<file path="config.mk">
export PLATFORM = sky130hd
export DESIGN_NAME = jpm_top
export DESIGN_NICKNAME = d
export VERILOG_FILES = /design/src/jpm_pkg.sv /design/src/jpm_top.sv
export SDC_FILE = /design/constraint.sdc
export NUM_CORES = 1
export LEC_CHECK = 0
export BUFFER_PORTS_ARGS = -buffer_cell sky130_fd_sc_hd__clkbuf_2
export CAP_MARGIN = 10
export CORE_ASPECT_RATIO = 0.8
export CORE_UTILIZATION = 35
export CTS_CLUSTER_SIZE = 25
export DETAILED_ROUTE_END_ITERATION = 7
export PLACE_DENSITY = 0.5
export SLEW_MARGIN = 20
export SYNTH_ARGS = -nofsm -noshare
export SYNTH_HDL_FRONTEND = slang
export SYNTH_SLANG_ARGS = --single-unit
</file>
<file path="constraint.sdc">
create_clock -name ref_clk_in -period 3.4 [get_ports ref_clk_in]
set_input_delay 0 -clock ref_clk_in [delete_from_list [all_inputs] [get_ports ref_clk_in]]
set_output_delay 0 -clock ref_clk_in [all_outputs]
set_load 0.02 [all_outputs]
</file>
<file path="src/jpm_pkg.sv">
// Purpose: shared constants and types for the justified pulse modulator
// Assumes: one clock domain, synchronous active-high reset
// Notes:   one dot period is resolved into PERIOD_LAST + 1 clock slots
package jpm_pkg;

  // ****************************************
  // period and code geometry
  // ****************************************
  localparam int unsigned CODE_W       = 8;
  localparam int unsigned POS_W        = 8;
  localparam logic [7:0]  PERIOD_LAST  = 8'hfe;   // slots 0..254, 255 per period
  localparam logic [7:0]  CODE_FULL    = 8'hff;   // always-high code
  localparam logic [7:0]  CODE_ZERO    = 8'h00;   // always-low code
  localparam logic [7:0]  CENTER_POS   = 8'h7f;   // middle slot of a period

  // ****************************************
  // calibration figures
  // ****************************************
  localparam int unsigned CAL_STEP_CLOCKS = 32;   // clocks per trim step
  localparam int unsigned CAL_MAX_INCR    = 64;   // most trim increments
  localparam int unsigned TRIM_W          = 7;    // holds 0..64
  localparam logic [6:0]  TRIM_MIN        = 7'h00;
  localparam logic [4:0]  DIV_ZERO        = 5'h00;

  // placement modes
  typedef enum logic [1:0] {
    JPM_LEADING  = 2'b00,
    JPM_TRAILING = 2'b01,
    JPM_DUAL     = 2'b10
  } jpm_mode_t;

  // calibration sequencer states
  typedef enum logic [1:0] {
    JPM_CAL_IDLE = 2'b00,
    JPM_CAL_INIT = 2'b01,
    JPM_CAL_RUN  = 2'b10,
    JPM_CAL_DONE = 2'b11
  } jpm_cal_state_t;

  // one period's worth of modulation input
  typedef struct packed {
    logic [7:0] code;
    logic       edge_count_select;   // 1 single edge, 0 dual edge
    logic       edge_side_select;    // 1 leading, 0 trailing
  } jpm_word_t;

  localparam jpm_word_t WORD_IDLE = '{code: 8'h00, edge_count_select: 1'b0,
                                      edge_side_select: 1'b0};

endpackage

</file>
<file path="src/jpm_top.sv">
// Purpose: digital model of a per-period pulse width modulator with ramp autocalibration
// Assumes: inputs synchronous to ref_clk_in; one dot period is 255 clock slots
// Notes:   output is registered, so each slot shows one clock after its position count

// How it works
// - each period carries one pulse whose width grows with the 8-bit code
// - single-edge select and side select choose leading, trailing or dual edge
// - leading mode: rising edge delayed by 255 minus code, falling edge at period end
// - trailing mode: rising edge at period start, falling edge delayed by code
// - dual mode: both edges move, pulse centre stays fixed
// - code and control may change every period and each value is used
// - code and control are captured on the period boundary edge
// - two capture stages, so the pulse appears one period after capture
// - code 255 gives a full-period high regardless of control
// - code is plain unsigned binary, msb weighs most
// - request high initialises logic; its falling edge starts calibration
// - calibration ignores code and control values
// - calibration start sets the ramp trim to minimum, slowest ramp
// - trim rises one step every 32nd clock until ramp matches period
// - done output rises once the ramp reaches its low threshold in time
// - at most 64 trim increments, bounding calibration to 32 x 64 clocks
// - code 0 gives a full-period low
// - low-power request at 0 forces the output low; counters and pipeline keep running
module jpm_top
  import jpm_pkg::*;
#(
  parameter int unsigned STEP_CLOCKS = CAL_STEP_CLOCKS,
  parameter int unsigned MAX_INCR    = CAL_MAX_INCR
) (
  input  wire logic                ref_clk_in,
  input  wire logic                reset_in,
  input  wire jpm_pkg::jpm_word_t  word_in,
  input  wire logic                cal_request_in,
  input  wire logic                low_power_n_in,
  input  wire logic [6:0]          ramp_match_trim_in,
  output logic                     pwm_out,
  output logic                     period_edge_out,
  output logic                     cal_done_out,
  output logic [6:0]               ramp_trim_out
);
  import jpm_pkg::*;

  // ****************************************
  // elaboration checks
  // ****************************************
  // the divider and trim counters are fixed at 5 and 7 bits
  if (STEP_CLOCKS != CAL_STEP_CLOCKS ||
      MAX_INCR < 1 || MAX_INCR > CAL_MAX_INCR) begin : g_bad_params
    $error("jpm_top: STEP_CLOCKS must be 32 and MAX_INCR within 1..64");
  end

  localparam logic [4:0] DIV_LAST = 5'(STEP_CLOCKS - 1);
  localparam logic [6:0] TRIM_MAX = 7'(MAX_INCR);

  // ****************************************
  // decode helpers
  // ****************************************
  // mode decode, shared by the shaper and the checks
  function automatic jpm_mode_t mode_of(input jpm_word_t w);
    if (!w.edge_count_select) begin
      mode_of = JPM_DUAL;
    end else if (w.edge_side_select) begin
      mode_of = JPM_LEADING;
    end else begin
      mode_of = JPM_TRAILING;
    end
  endfunction

  // ****************************************
  // state
  // ****************************************
  logic [7:0]     pos_ff;
  jpm_word_t      stage1_ff;
  jpm_word_t      stage2_ff;
  logic           out_ff;
  logic           req_prev_ff;
  jpm_cal_state_t cal_ff;
  logic [4:0]     div_ff;
  logic [6:0]     trim_ff;
  logic           done_ff;

  // ****************************************
  // period timing and capture
  // ****************************************
  wire        boundary   = (pos_ff == PERIOD_LAST);
  wire        init_now   = cal_request_in;
  wire [7:0]  nxt_pos    = boundary ? 8'h00 : pos_ff + 8'h01;

  // the boundary edge captures new inputs; init clears the pipeline
  always_ff @(posedge ref_clk_in) begin
    if (reset_in || init_now) begin
      pos_ff    <= 8'h00;
      stage1_ff <= WORD_IDLE;
      stage2_ff <= WORD_IDLE;
    end else begin
      pos_ff <= nxt_pos;
      if (boundary) begin
        stage1_ff <= word_in;
        stage2_ff <= stage1_ff;
      end
    end
  end

  // ****************************************
  // pulse shaping
  // ****************************************
  // widths are code slots out of 255, so code 255 covers the period
  wire jpm_mode_t mode_now   = mode_of(stage2_ff);
  wire [7:0]      code_now   = stage2_ff.code;
  wire [7:0]      lead_start = CODE_FULL - code_now;
  wire [7:0]      dual_start = {1'b0, lead_start[7:1]};
  wire [8:0]      dual_end   = {1'b0, dual_start} + {1'b0, code_now};
  wire            lead_hi    = (pos_ff >= lead_start);
  wire            trail_hi   = (pos_ff < code_now);
  wire            dual_hi    = (pos_ff >= dual_start) &&
                               ({1'b0, pos_ff} < dual_end);
  wire            full_hi    = (code_now == CODE_FULL);
  wire            zero_lo    = (code_now == CODE_ZERO);

  logic shape_hi;
  // pick the edge placement for this period
  always_comb begin
    unique case (mode_now)
      JPM_LEADING:  shape_hi = lead_hi;
      JPM_TRAILING: shape_hi = trail_hi;
      JPM_DUAL:     shape_hi = dual_hi;
      default:      shape_hi = 1'b0;
    endcase
  end

  // low-power stops the output; the pipeline keeps running so no stale data
  wire nxt_out = low_power_n_in && !init_now && !zero_lo &&
                 (full_hi || shape_hi);

  always_ff @(posedge ref_clk_in) begin
    if (reset_in) begin
      out_ff <= 1'b0;
    end else begin
      out_ff <= nxt_out;
    end
  end

  // ****************************************
  // calibration sequencer
  // ****************************************
  wire req_fall   = req_prev_ff && !cal_request_in;
  wire step_tick  = (div_ff == DIV_LAST);
  // ramp is fast enough once the trim reaches the matching setting
  wire ramp_fits  = (trim_ff >= ramp_match_trim_in);
  wire trim_limit = (trim_ff == TRIM_MAX);

  jpm_cal_state_t nxt_cal;
  // the sequence looks only at request, trim and divider, never the data
  always_comb begin
    nxt_cal = cal_ff;
    unique case (cal_ff)
      JPM_CAL_IDLE: if (cal_request_in) nxt_cal = JPM_CAL_INIT;
      JPM_CAL_INIT: if (req_fall) nxt_cal = JPM_CAL_RUN;
      JPM_CAL_RUN: begin
        if (cal_request_in) begin
          nxt_cal = JPM_CAL_INIT;
        end else if (ramp_fits || trim_limit) begin
          nxt_cal = JPM_CAL_DONE;
        end
      end
      JPM_CAL_DONE: if (cal_request_in) nxt_cal = JPM_CAL_INIT;
    endcase
  end

  // trim restarts at the slowest ramp on the falling edge of the request
  always_ff @(posedge ref_clk_in) begin
    if (reset_in) begin
      cal_ff      <= JPM_CAL_IDLE;
      req_prev_ff <= 1'b0;
      div_ff      <= DIV_ZERO;
      trim_ff     <= TRIM_MIN;
      done_ff     <= 1'b0;
    end else begin
      cal_ff      <= nxt_cal;
      req_prev_ff <= cal_request_in;
      if (cal_request_in || req_fall) begin
        div_ff  <= DIV_ZERO;
        trim_ff <= TRIM_MIN;
        done_ff <= 1'b0;
      end else if (cal_ff == JPM_CAL_RUN) begin
        div_ff <= div_ff + 5'h01;
        if (ramp_fits || trim_limit) begin
          done_ff <= 1'b1;
        end else if (step_tick) begin
          trim_ff <= trim_ff + 7'h01;
        end
      end
    end
  end

  assign pwm_out         = out_ff;
  assign period_edge_out = boundary;
  assign cal_done_out    = done_ff;
  assign ramp_trim_out   = trim_ff;

  // ****************************************
  // checks
  // ****************************************
  // each output check judges a slot one clock after its count, since the output is registered
  a_zero_code_low: assert property (@(posedge ref_clk_in) disable iff (reset_in)
    (code_now == CODE_ZERO) |=> !pwm_out)
    else $error("code 0 produced a high slot");

  a_full_code_high: assert property (@(posedge ref_clk_in) disable iff (reset_in)
    (full_hi && low_power_n_in && !cal_request_in) |=> pwm_out)
    else $error("code 255 produced a low slot");

  a_trail_start_high: assert property (@(posedge ref_clk_in) disable iff (reset_in)
    (mode_now == JPM_TRAILING && !zero_lo && pos_ff == 8'h00 &&
     low_power_n_in && !cal_request_in) |=> pwm_out)
    else $error("trailing pulse missing at period start");

  a_lead_end_high: assert property (@(posedge ref_clk_in) disable iff (reset_in)
    (mode_now == JPM_LEADING && !zero_lo && boundary &&
     low_power_n_in && !cal_request_in) |=> pwm_out)
    else $error("leading pulse missing at period end");

  a_dual_center: assert property (@(posedge ref_clk_in) disable iff (reset_in)
    (mode_now == JPM_DUAL && !zero_lo && pos_ff == CENTER_POS &&
     low_power_n_in && !cal_request_in) |=> pwm_out)
    else $error("dual pulse missing at period centre");

  a_double_latch: assert property (@(posedge ref_clk_in) disable iff (reset_in)
    (boundary && !cal_request_in) |=> (stage2_ff == $past(stage1_ff)) &&
                                      (stage1_ff == $past(word_in)))
    else $error("capture pipeline did not advance");

  a_trim_step: assert property (@(posedge ref_clk_in) disable iff (reset_in)
    (cal_ff == JPM_CAL_RUN && step_tick && !ramp_fits && !trim_limit &&
     !cal_request_in) |=> trim_ff == $past(trim_ff) + 7'h01)
    else $error("trim did not step on the 32nd clock");

  a_trim_minimum: assert property (@(posedge ref_clk_in) disable iff (reset_in)
    req_fall |=> trim_ff == TRIM_MIN && cal_ff == JPM_CAL_RUN)
    else $error("calibration did not start from minimum trim");

  a_done_holds: assert property (@(posedge ref_clk_in) disable iff (reset_in)
    (cal_done_out && !cal_request_in) |=> cal_done_out && $stable(ramp_trim_out))
    else $error("done or trim changed without a request");

  a_trim_bound: assert property (@(posedge ref_clk_in) disable iff (reset_in)
    trim_ff <= TRIM_MAX)
    else $error("trim exceeded its increment limit");

  a_low_power_off: assert property (@(posedge ref_clk_in) disable iff (reset_in)
    !low_power_n_in |=> !pwm_out)
    else $error("output high in low power");

  // width edges: the slot just outside each pulse (before it in leading mode, after it otherwise) must read low
  a_trail_end_low: assert property (@(posedge ref_clk_in) disable iff (reset_in)
    (mode_now == JPM_TRAILING && !full_hi && pos_ff == code_now) |=> !pwm_out)
    else $error("trailing pulse ran past its width");

  a_lead_start_low: assert property (@(posedge ref_clk_in) disable iff (reset_in)
    (mode_now == JPM_LEADING && !full_hi && pos_ff + 8'h01 == lead_start) |=> !pwm_out)
    else $error("leading pulse rose too early");

  a_dual_end_low: assert property (@(posedge ref_clk_in) disable iff (reset_in)
    (mode_now == JPM_DUAL && !full_hi && {1'b0, pos_ff} == dual_end) |=> !pwm_out)
    else $error("dual pulse ran past its width");

  // request, capture and sequencer behaviour
  a_init_clears: assert property (@(posedge ref_clk_in) disable iff (reset_in)
    cal_request_in |=> !pwm_out && !cal_done_out && ramp_trim_out == TRIM_MIN &&
                       stage1_ff == WORD_IDLE && stage2_ff == WORD_IDLE)
    else $error("calibrate request did not initialise the logic");

  a_capture_hold: assert property (@(posedge ref_clk_in) disable iff (reset_in)
    (!boundary && !cal_request_in) |=> $stable(stage1_ff) && $stable(stage2_ff))
    else $error("captured word moved off the boundary edge");

  a_no_run_early: assert property (@(posedge ref_clk_in) disable iff (reset_in)
    (cal_ff == JPM_CAL_INIT && cal_request_in) |=> cal_ff == JPM_CAL_INIT)
    else $error("calibration began before the request fell");

  a_trim_between: assert property (@(posedge ref_clk_in) disable iff (reset_in)
    (cal_ff == JPM_CAL_RUN && !step_tick && !cal_request_in) |=> $stable(ramp_trim_out))
    else $error("trim stepped off the 32nd clock");

  a_done_rises: assert property (@(posedge ref_clk_in) disable iff (reset_in)
    (cal_ff == JPM_CAL_RUN && ramp_fits && !cal_request_in) |=> cal_done_out)
    else $error("done did not rise once the ramp fit");

  a_limit_done: assert property (@(posedge ref_clk_in) disable iff (reset_in)
    (cal_ff == JPM_CAL_RUN && trim_limit && !cal_request_in) |=>
      cal_done_out && $stable(ramp_trim_out))
    else $error("trim limit did not end calibration");

  a_period_wraps: assert property (@(posedge ref_clk_in) disable iff (reset_in)
    (boundary && !cal_request_in) |=> pos_ff == 8'h00)
    else $error("period did not wrap after 255 slots");

endmodule

</file>
=== Word level (Yosys, flattened, before mapping) ===
Cells that the tools add are included.

* Register bits: 45
* Input bits: 21
* Logic and storage cells: 64

* Add/sub/neg operators: 5
* $lt $le $gt $ge: 5
* Equality and inequality tests: 12
* Multiplexer cells: 8
* Bitwise gates (word level): 1
* Reductions and logical operators: 20

{| class="wikitable"
|+ Operators with widths
! kind !! number
|-
| equality test 8 bit (second input constant) || 2
|-
| two-way mux 2 bit || 5
|-
| adder 7 x 8 -> 9 bit || 1
|-
| < comparator 8 x 9 -> 1 bit || 1
|-
| adder 8 x 1 -> 8 bit (second input constant) || 1
|-
| greater-or-equal comparator 8 x 7 -> 1 bit || 1
|-
| greater-or-equal comparator 8 bit || 1
|-
| zero test 8 bit || 1
|-
| < comparator 8 bit || 1
|-
| subtractor 8 bit (first input constant) || 1
|-
| adder 7 x 1 -> 7 bit (second input constant) || 1
|-
| equality test 7 bit (second input constant) || 1
|-
| greater-or-equal comparator 7 bit || 1
|-
| equality test 2 bit (second input constant) || 3
|-
| one-hot mux 2 bit (3 select lines) || 1
|-
| AND reduction 3 bit || 2
|-
| OR reduction 2 bit || 3
|-
| adder 5 x 1 -> 5 bit (second input constant) || 1
|-
| equality test 5 bit (second input constant) || 1
|-
| logical AND 1 bit || 5
|-
| equality test 2 x 1 -> 1 bit (second input constant) || 2
|-
| zero test 2 bit || 2
|-
| logical OR 1 bit || 4
|-
| != test 3 bit (second input constant) || 1
|-
| 7 further kinds || 8
|}

=== Depth between registers and ports, before layout ===
Gate-level depths: netlist of the first run.

* Depth in word-level cells: 7
* Gate-level depth with buffers: 12
* Mapped depth without buffers: 12

=== Least setup slack after synthesis of the first run ===
OpenSTA, ideal clock, no wires.

* Kind: register to register
* Start: reg code_now[2] (netlist name)
* End: reg out_ff, in the netlist pwm_out
* Arrival: 2.645 ns
* Required time: 3.274 ns
* Path slack: 0.629 ns
* Cell stages (with the launch flop): 12
* Buffers on the path: 0
* Clock period less this slack: 2.771 ns
* Cell sequence: dfxtp_1 inv_1 ha_1 nand2b_1 a2111oi_0 nor2_1 xnor2_1 ha_1 o21ai_0 a221o_1 o311ai_1 nand3_1

* Cells in the longest elaborated chain, start to end: 7
* Elaborated cells between the ends (all ways): 14

{| class="wikitable"
|+ Ends and longest elaborated chain
! element !! RTL line !! source
|-
| subtractor 8 bit || jpm_top.sv:110 || <nowiki>wire [7:0] lead_start = CODE_FULL - code_now;</nowiki>
|-
| adder 7 x 8 -> 9 bit || jpm_top.sv:112 || <nowiki>wire [8:0] dual_end = {1'b0, dual_start} + {1'b0, code_now};</nowiki>
|-
| < comparator 8 x 9 -> 1 bit || jpm_top.sv:116 || <nowiki>({1'b0, pos_ff} < dual_end);</nowiki>
|-
| logical AND 1 bit || jpm_top.sv:115 || <nowiki>wire dual_hi = (pos_ff >= dual_start) &&</nowiki>
|-
| one-hot mux 1 bit (3 select lines) || jpm_top.sv:123 || <nowiki>unique case (mode_now)</nowiki>
|-
| logical OR 1 bit || jpm_top.sv:133 || <nowiki>(full_hi || shape_hi);</nowiki>
|-
| logical AND 1 bit (*) || jpm_top.sv:132 || <nowiki>wire nxt_out = low_power_n_in && !init_now && !zero_lo &&</nowiki>
|-
| end signal, assigned || jpm_top.sv:139 || <nowiki>out_ff <= nxt_out;</nowiki>
|-
| end, declared || jpm_top.sv:75 || <nowiki>logic out_ff;</nowiki>
|}

Mark *: on every way between the ends. The rest lies on a longest branch, timed or not.
A chain may end at the register's enable or synchronous reset.

=== Final worst setup path of the first run ===
* Start: reg code_now[2] (netlist name)
* End: reg out_ff, in the netlist pwm_out

* Cells in the longest elaborated chain, start to end: 7
* Elaborated cells between the ends (all ways): 14

{| class="wikitable"
|+ Ends and longest elaborated chain
! element !! RTL line
|-
| subtractor 8 bit || jpm_top.sv:110
|-
| adder 7 x 8 -> 9 bit || jpm_top.sv:112
|-
| < comparator 8 x 9 -> 1 bit || jpm_top.sv:116
|-
| logical AND 1 bit || jpm_top.sv:115
|-
| one-hot mux 1 bit (3 select lines) || jpm_top.sv:123
|-
| logical OR 1 bit || jpm_top.sv:133
|-
| logical AND 1 bit (*) || jpm_top.sv:132
|}

Marked as above.

==> reports/results.ini, run 1 <==
[outcome]
outcome=complete, no violations

[detailed_routing]
wl_um=6930
via_per_inst=5.01
drt_iter0_drc=138
wl_per_cell_um=13.0
drc=0
first_pass_iters=4
antenna_left=0
vias=2663

[placement]
pre_cts_slack_ns=0.293
gp_congestion=0.804
portBuffers=30
dp_hpwl_um=5400

[sta]
hold_viol_final=0
fmax_mhz=323
fin_crit_ns=3.09
tightest_slew_ns=0.678
fin_setup_tns_ns=0
slew_viol_final=0
skew_ns=0.00991
relSlewSlack=0.548
fin_crit_sh=0.910
setup_viol=0
rsz0062_at_grt=no
fin_ws_ns=0.307

[setup_path]
crit_type=reg2reg
path_common_cell=ha_1
path_cells=inv_1, ha_1, nand2b_1, a2111oi_0, nor2_1, xnor2_1, ha_1, or4_1, a21oi_1, o311ai_1, nand3_1
cp_data_arrival_time_ns=3.34
cp_slowest_cell=a2111oi_0
path_max_fanout=6
critical_path_required_ns=3.64
worst_setup_path_start_kind=register
end_kind=register
worst_r2r_path_depth=11
max_stage_delay_ns=0.58

[clocking]
htreeDepth=2
clk_pin_slew_ns=0.09
cts_root_buf=clkbuf_8
clockBufferDepth=2
insertion_delay_ns=0.30
cts_buffers=5
cts_setup_buffers=0
ctsResizeCount=0
cts_tree=yes
cts.sinks=45

[synth]
synth_fp_nets=460
async_flop_share=0
synth_simple_gate_area_share=0.218
synthCells=377
synthAdderAreaFrac=0.248
yosys.area.top_type_share=0.286
avgSynthCellArea_um2=8.37
ys_seq_elements=45
synthTopCellsByArea=dfxtp_1 (29%), ha_1 (24%), nand2_1 (6.1%)
ys_types=52
ys.flop_type=dfxtp_1
synth_compound_area_frac=0.137
synth_top_family_by_area=adder cells
synth_xor_xnor_area_share=0.0417
synth_edf_count=0
ys_seq_area_frac=0.286
yosysWarnings=0
yosysTopAreaCell=dfxtp_1
synth_area_mm2=0.00315
muxShareOfSynthArea=0.0222

[floorplanning]
rows=30
chipHeight_um=86.9
start_util=0.367
core_mm2=0.00860
dieWidth_um=108
dieArea_mm2=0.00940
io_pins=31

[finish]
fin_nets=502
regArea_um2=901
final_common_cell=ha_1
syn_to_final_growth_pct=15.5
layout_common_cells=ha_1 (61), nand2_1 (51), dfxtp_1 (45), a21oi_1 (35), clkbuf_2 (30)
antenna_cells=0
nFillCells=883
multi_input_area_mm2=0.00211
final_layout_size_suffix_gt1_frac=0.121

[global_routing]
grt_pass1_wl_um=11900
grt_usage=0.161
gr-total-overflow=0
antenna_found_initial=0
grt_pass1_vias=2541
grt_max_degree=23

[power_and_ir_drop]
total_leakage_power_nw=1.60
pwr_density_cell_mw_per_mm2=296
peakVddDrop_mv=0.154
total_power_mw=1.08

[job]
drv_cap=0

[hold_path]
hold_depth=4
min-delay-path-class=in2reg

[logic make-up after synthesis]
logic type / after synthesis
DFF: 45
xor gates and xnor gates: 15
adders and majority gates: 62
AOI/OAI and AO/OA: 70
and+or+nand+nor: 139
buffers and inverters: 39
muxes: 7
[report_power, final]
group	internal [mW]	total, mW	switching (mW)
Sequential	0.540	0.552	0.0123
Combinational	0.0742	0.163	0.0884
Clock	0.169	0.364	0.196
Total	0.783	1.08	0.296
[cells in the mapped netlist (all sizes together), types with 8 or more instances]
cell / number
ha: 61
nand2: 51
dfxtp: 45
a21oi: 35
inv: 30
nor2: 24
nand3: 11
o21ai: 9
clkbuf: 8
nand4: 8
nor3: 8
or2: 8
xor2: 8
[state kept, by name, indices dropped and copies added, names as in the netlist]
register       cells
stage1_ff         10
pos_ff             8
cal_ff             2
ramp_trim_out      7
req_prev_ff        1
div_ff             5
code_now           8
pwm_out            1
stage2_ff          2
cal_done_out       1
[layout make-up]
| type | instances | share of cell area |
|---|---|---|
| clock buffer | 6 | 0.0227 |
| timing repair buffer | 44 | 0.0783 |
| inverter | 30 | 0.0309 |
| clock inverter | 2 | 0.00481 |
| tap | 112 | 0.0384 |
| sequential | 45 | 0.247 |
| multi-input combinational | 293 | 0.578 |
[metrics by stage]
stage	std cells	util	hold WS (ns)	instance area (µm²)
6_report	532	0.424	0.183	3640
5_1_grt	532	0.424	0.226	3640
4_1_cts	532	0.424	0.183	3640
3_5_place_dp	512	0.398	0.230	3420
3_3_place_gp	512	0.398	0.223	3420
2_1_floorplan	377	-	0.0716	3150
[worst paths after layout]
path,start,end,slack [ns]
setup / recovery,code_now[2],pwm_out,0.31
hold reg to reg,cal_done_out,cal_done_out,0.45
hold / removal,low_power_n_in,pwm_out,0.18
setup reg to reg,code_now[2],pwm_out,0.31
[critical path: cells and delay by family, from the launching register on]
family          cells  cell delay [ns]
buf+inv             1             0.15
fa+ha+maj           2             0.58
flops               1             0.44
xor+xnor            1             0.15
compound gates      3             0.85
simple gates        4             0.87
[metal layers]
metal / share of wire / GRT usage
met1: 0.53 / 0.234
met2: 0.41 / 0.243
met3: 0.050 / 0.0322
met4: 0.0089 / 0.0399
met5: 0 / 0
[what timing repair did]
item,CTS,global route
hold buffers,12,0
endpoints found under the hold margin,13,0
setup endpoints to repair,0,0
Power figures use the tool's default switching activity.
==> run 2: changes to the inputs <==
==> constraint.sdc (replaced) <==
create_clock -name ref_clk_in -period 3.4 [get_ports ref_clk_in]
set_input_delay 0.68 -clock ref_clk_in [delete_from_list [all_inputs] [get_ports ref_clk_in]]
set_output_delay 0.68 -clock ref_clk_in [all_outputs]
set_load 0.02 [all_outputs]
==> reports/results.ini, run 2 (synthesized netlist as in run 1, its figures left out) <==
[outcome]
outcome=complete, no violations

[setup_path]
worst_r2r_path_depth=11
end_kind=register
timing.rr.end=pwm_out
path_cells=inv_1, ha_1, nand2b_1, a2111oi_0, nor2_1, xnor2_1, ha_1, or4_1, a21oi_1, o311ai_1, nand3_1
r2r_start=code_now[2]
cp_top_family=compound AO/OA/AOI/OAI gates
cp_data_arrival_time_ns=3.50
critical_path_required_ns=3.65
path_max_fanout=6
crit_path_end=pwm_out
crit_buf_inv=1
max_stage_delay_ns=0.69
cp-startpoint=code_now[2]
cp.depth=11
worst_setup_path_start_kind=register
path_common_cell=ha_1
crit_type=reg2reg
rrSetupSlack_ns=0.15
cp_slowest_cell=a2111oi_0

[global_routing]
grt_pass1_vias=2574
gr-total-overflow=0
grt_usage=0.164
grt_max_degree=23
antenna_found_initial=0
grt_pass1_wl_um=12100

[placement]
pre_cts_slack_ns=0.293
portBuffers=30
gp_congestion=0.801
dp_hpwl_um=5430

[finish]
syn_to_final_growth_pct=11.5
antenna_cells=0
largest_reg_flops=10
fin_nets=491
top_register=stage1_ff
regArea_um2=901
layout_common_cells=ha_1 (61), nand2_1 (51), dfxtp_1 (45), a21oi_1 (35), clkbuf_2 (30)
nFillCells=898
multi_input_area_mm2=0.00211
final_layout_size_suffix_gt1_frac=0.125
final_common_cell=ha_1

[hold_path]
hold_start=cal_done_out
hold_depth=2
min-delay-path-class=reg2reg

[sta]
fin_crit_sh=0.957
slew_viol_final=0
fin_setup_tns_ns=0
skew_ns=0.0117
hold_viol_final=0
whs_ns=0.453
setup_viol=0
relSlewSlack=0.502
fmax_mhz=307
fin_crit_ns=3.25
rsz0062_at_grt=no
tightest_slew_ns=0.728
fin_ws_ns=0.146

[clocking]
cts_setup_buffers=0
cts_hold_buf=0
htreeDepth=2
clockBufferDepth=2
cts.sinks=45
cts_buffers=5
insertion_delay_ns=0.31
ctsResizeCount=0
cts_tree=yes
clk_pin_slew_ns=0.09
cts_root_buf=clkbuf_8

[detailed_routing]
first_pass_iters=4
antenna_left=0
drt_iter0_drc=130
drc=0
wl_um=6970
via_per_inst=5.00
wl_per_cell_um=13.4
vias=2598

[job]
drv_cap=0

[power_and_ir_drop]
total_power_mw=1.04
pwr_density_cell_mw_per_mm2=295
peakVddDrop_mv=0.141
total_leakage_power_nw=1.54

[floorplanning]
dieWidth_um=108
rows=30
dieArea_mm2=0.00940
chipHeight_um=86.9
start_util=0.367
core_mm2=0.00860
io_pins=31

-- run 2: cell types whose count changed in the layout (fill, tap and decap cells not counted), sizes merged --
cell | before | now
dlygate4sd3 | 12 | 0
buf | 2 | 3
clkbuf | 36 | 35
clkinvlp | 0 | 1
inv | 31 | 30
-- run 2: metal layers --
metal	part of all wire	global-route usage	vias to the layer above
li1	-	-	1383
met1	0.56	0.244	1167
met2	0.40	0.238	40
met3	0.028	0.0277	8
met4	0.012	0.0523	0
met5	0	0	-
-- run 2: per-stage QoR --
step | instances | util | area [µm²]
floorplan | 377 | - | 3150
global placement | 513 | 0.399 | 3430
detailed placement | 513 | 0.399 | 3430
CTS | 520 | 0.409 | 3520
global route | 520 | 0.409 | 3520
finish | 520 | 0.409 | 3520
-- run 2: power by group --
group | leakage, nW | switching (mW) | total (mW) | internal, mW
clock | 0.0402 | 0.191 | 0.333 | 0.142
combinational | 1.14 | 0.0864 | 0.152 | 0.0654
sequential | 0.363 | 0.0121 | 0.552 | 0.540
total | 1.54 | 0.290 | 1.04 | 0.747
-- run 2: worst register-to-register path, delay by kind of cell (launching register included) --
kind	cells	cell delay, ns
buffers and inverters	1	0.15
AO/OA/AOI/OAI	3	0.97
flip-flops	1	0.45
AND/OR/NAND/NOR	4	0.87
adder cells (fa/ha/maj)	2	0.57
XOR/XNOR	1	0.16
-- run 2: worst min-delay path by stage --
stage	to	slack [ns]
5_1_grt	stage1_ff[1]	0.48
4_1_cts	cal_done_out	0.45
2_1_floorplan	stage2_ff[1]	0.43
6_report	cal_done_out	0.45
3_3_place_gp	cal_done_out	0.43
3_5_place_dp	cal_done_out	0.44
-- run 2: layout make-up --
type	instances	share of cell area
multi-input cells	293	0.599
clock inverters	2	0.00462
repair buffers	33	0.0491
flip-flops and latches	45	0.256
well taps	112	0.0398
clock buffers	5	0.0196
inverters	30	0.0320
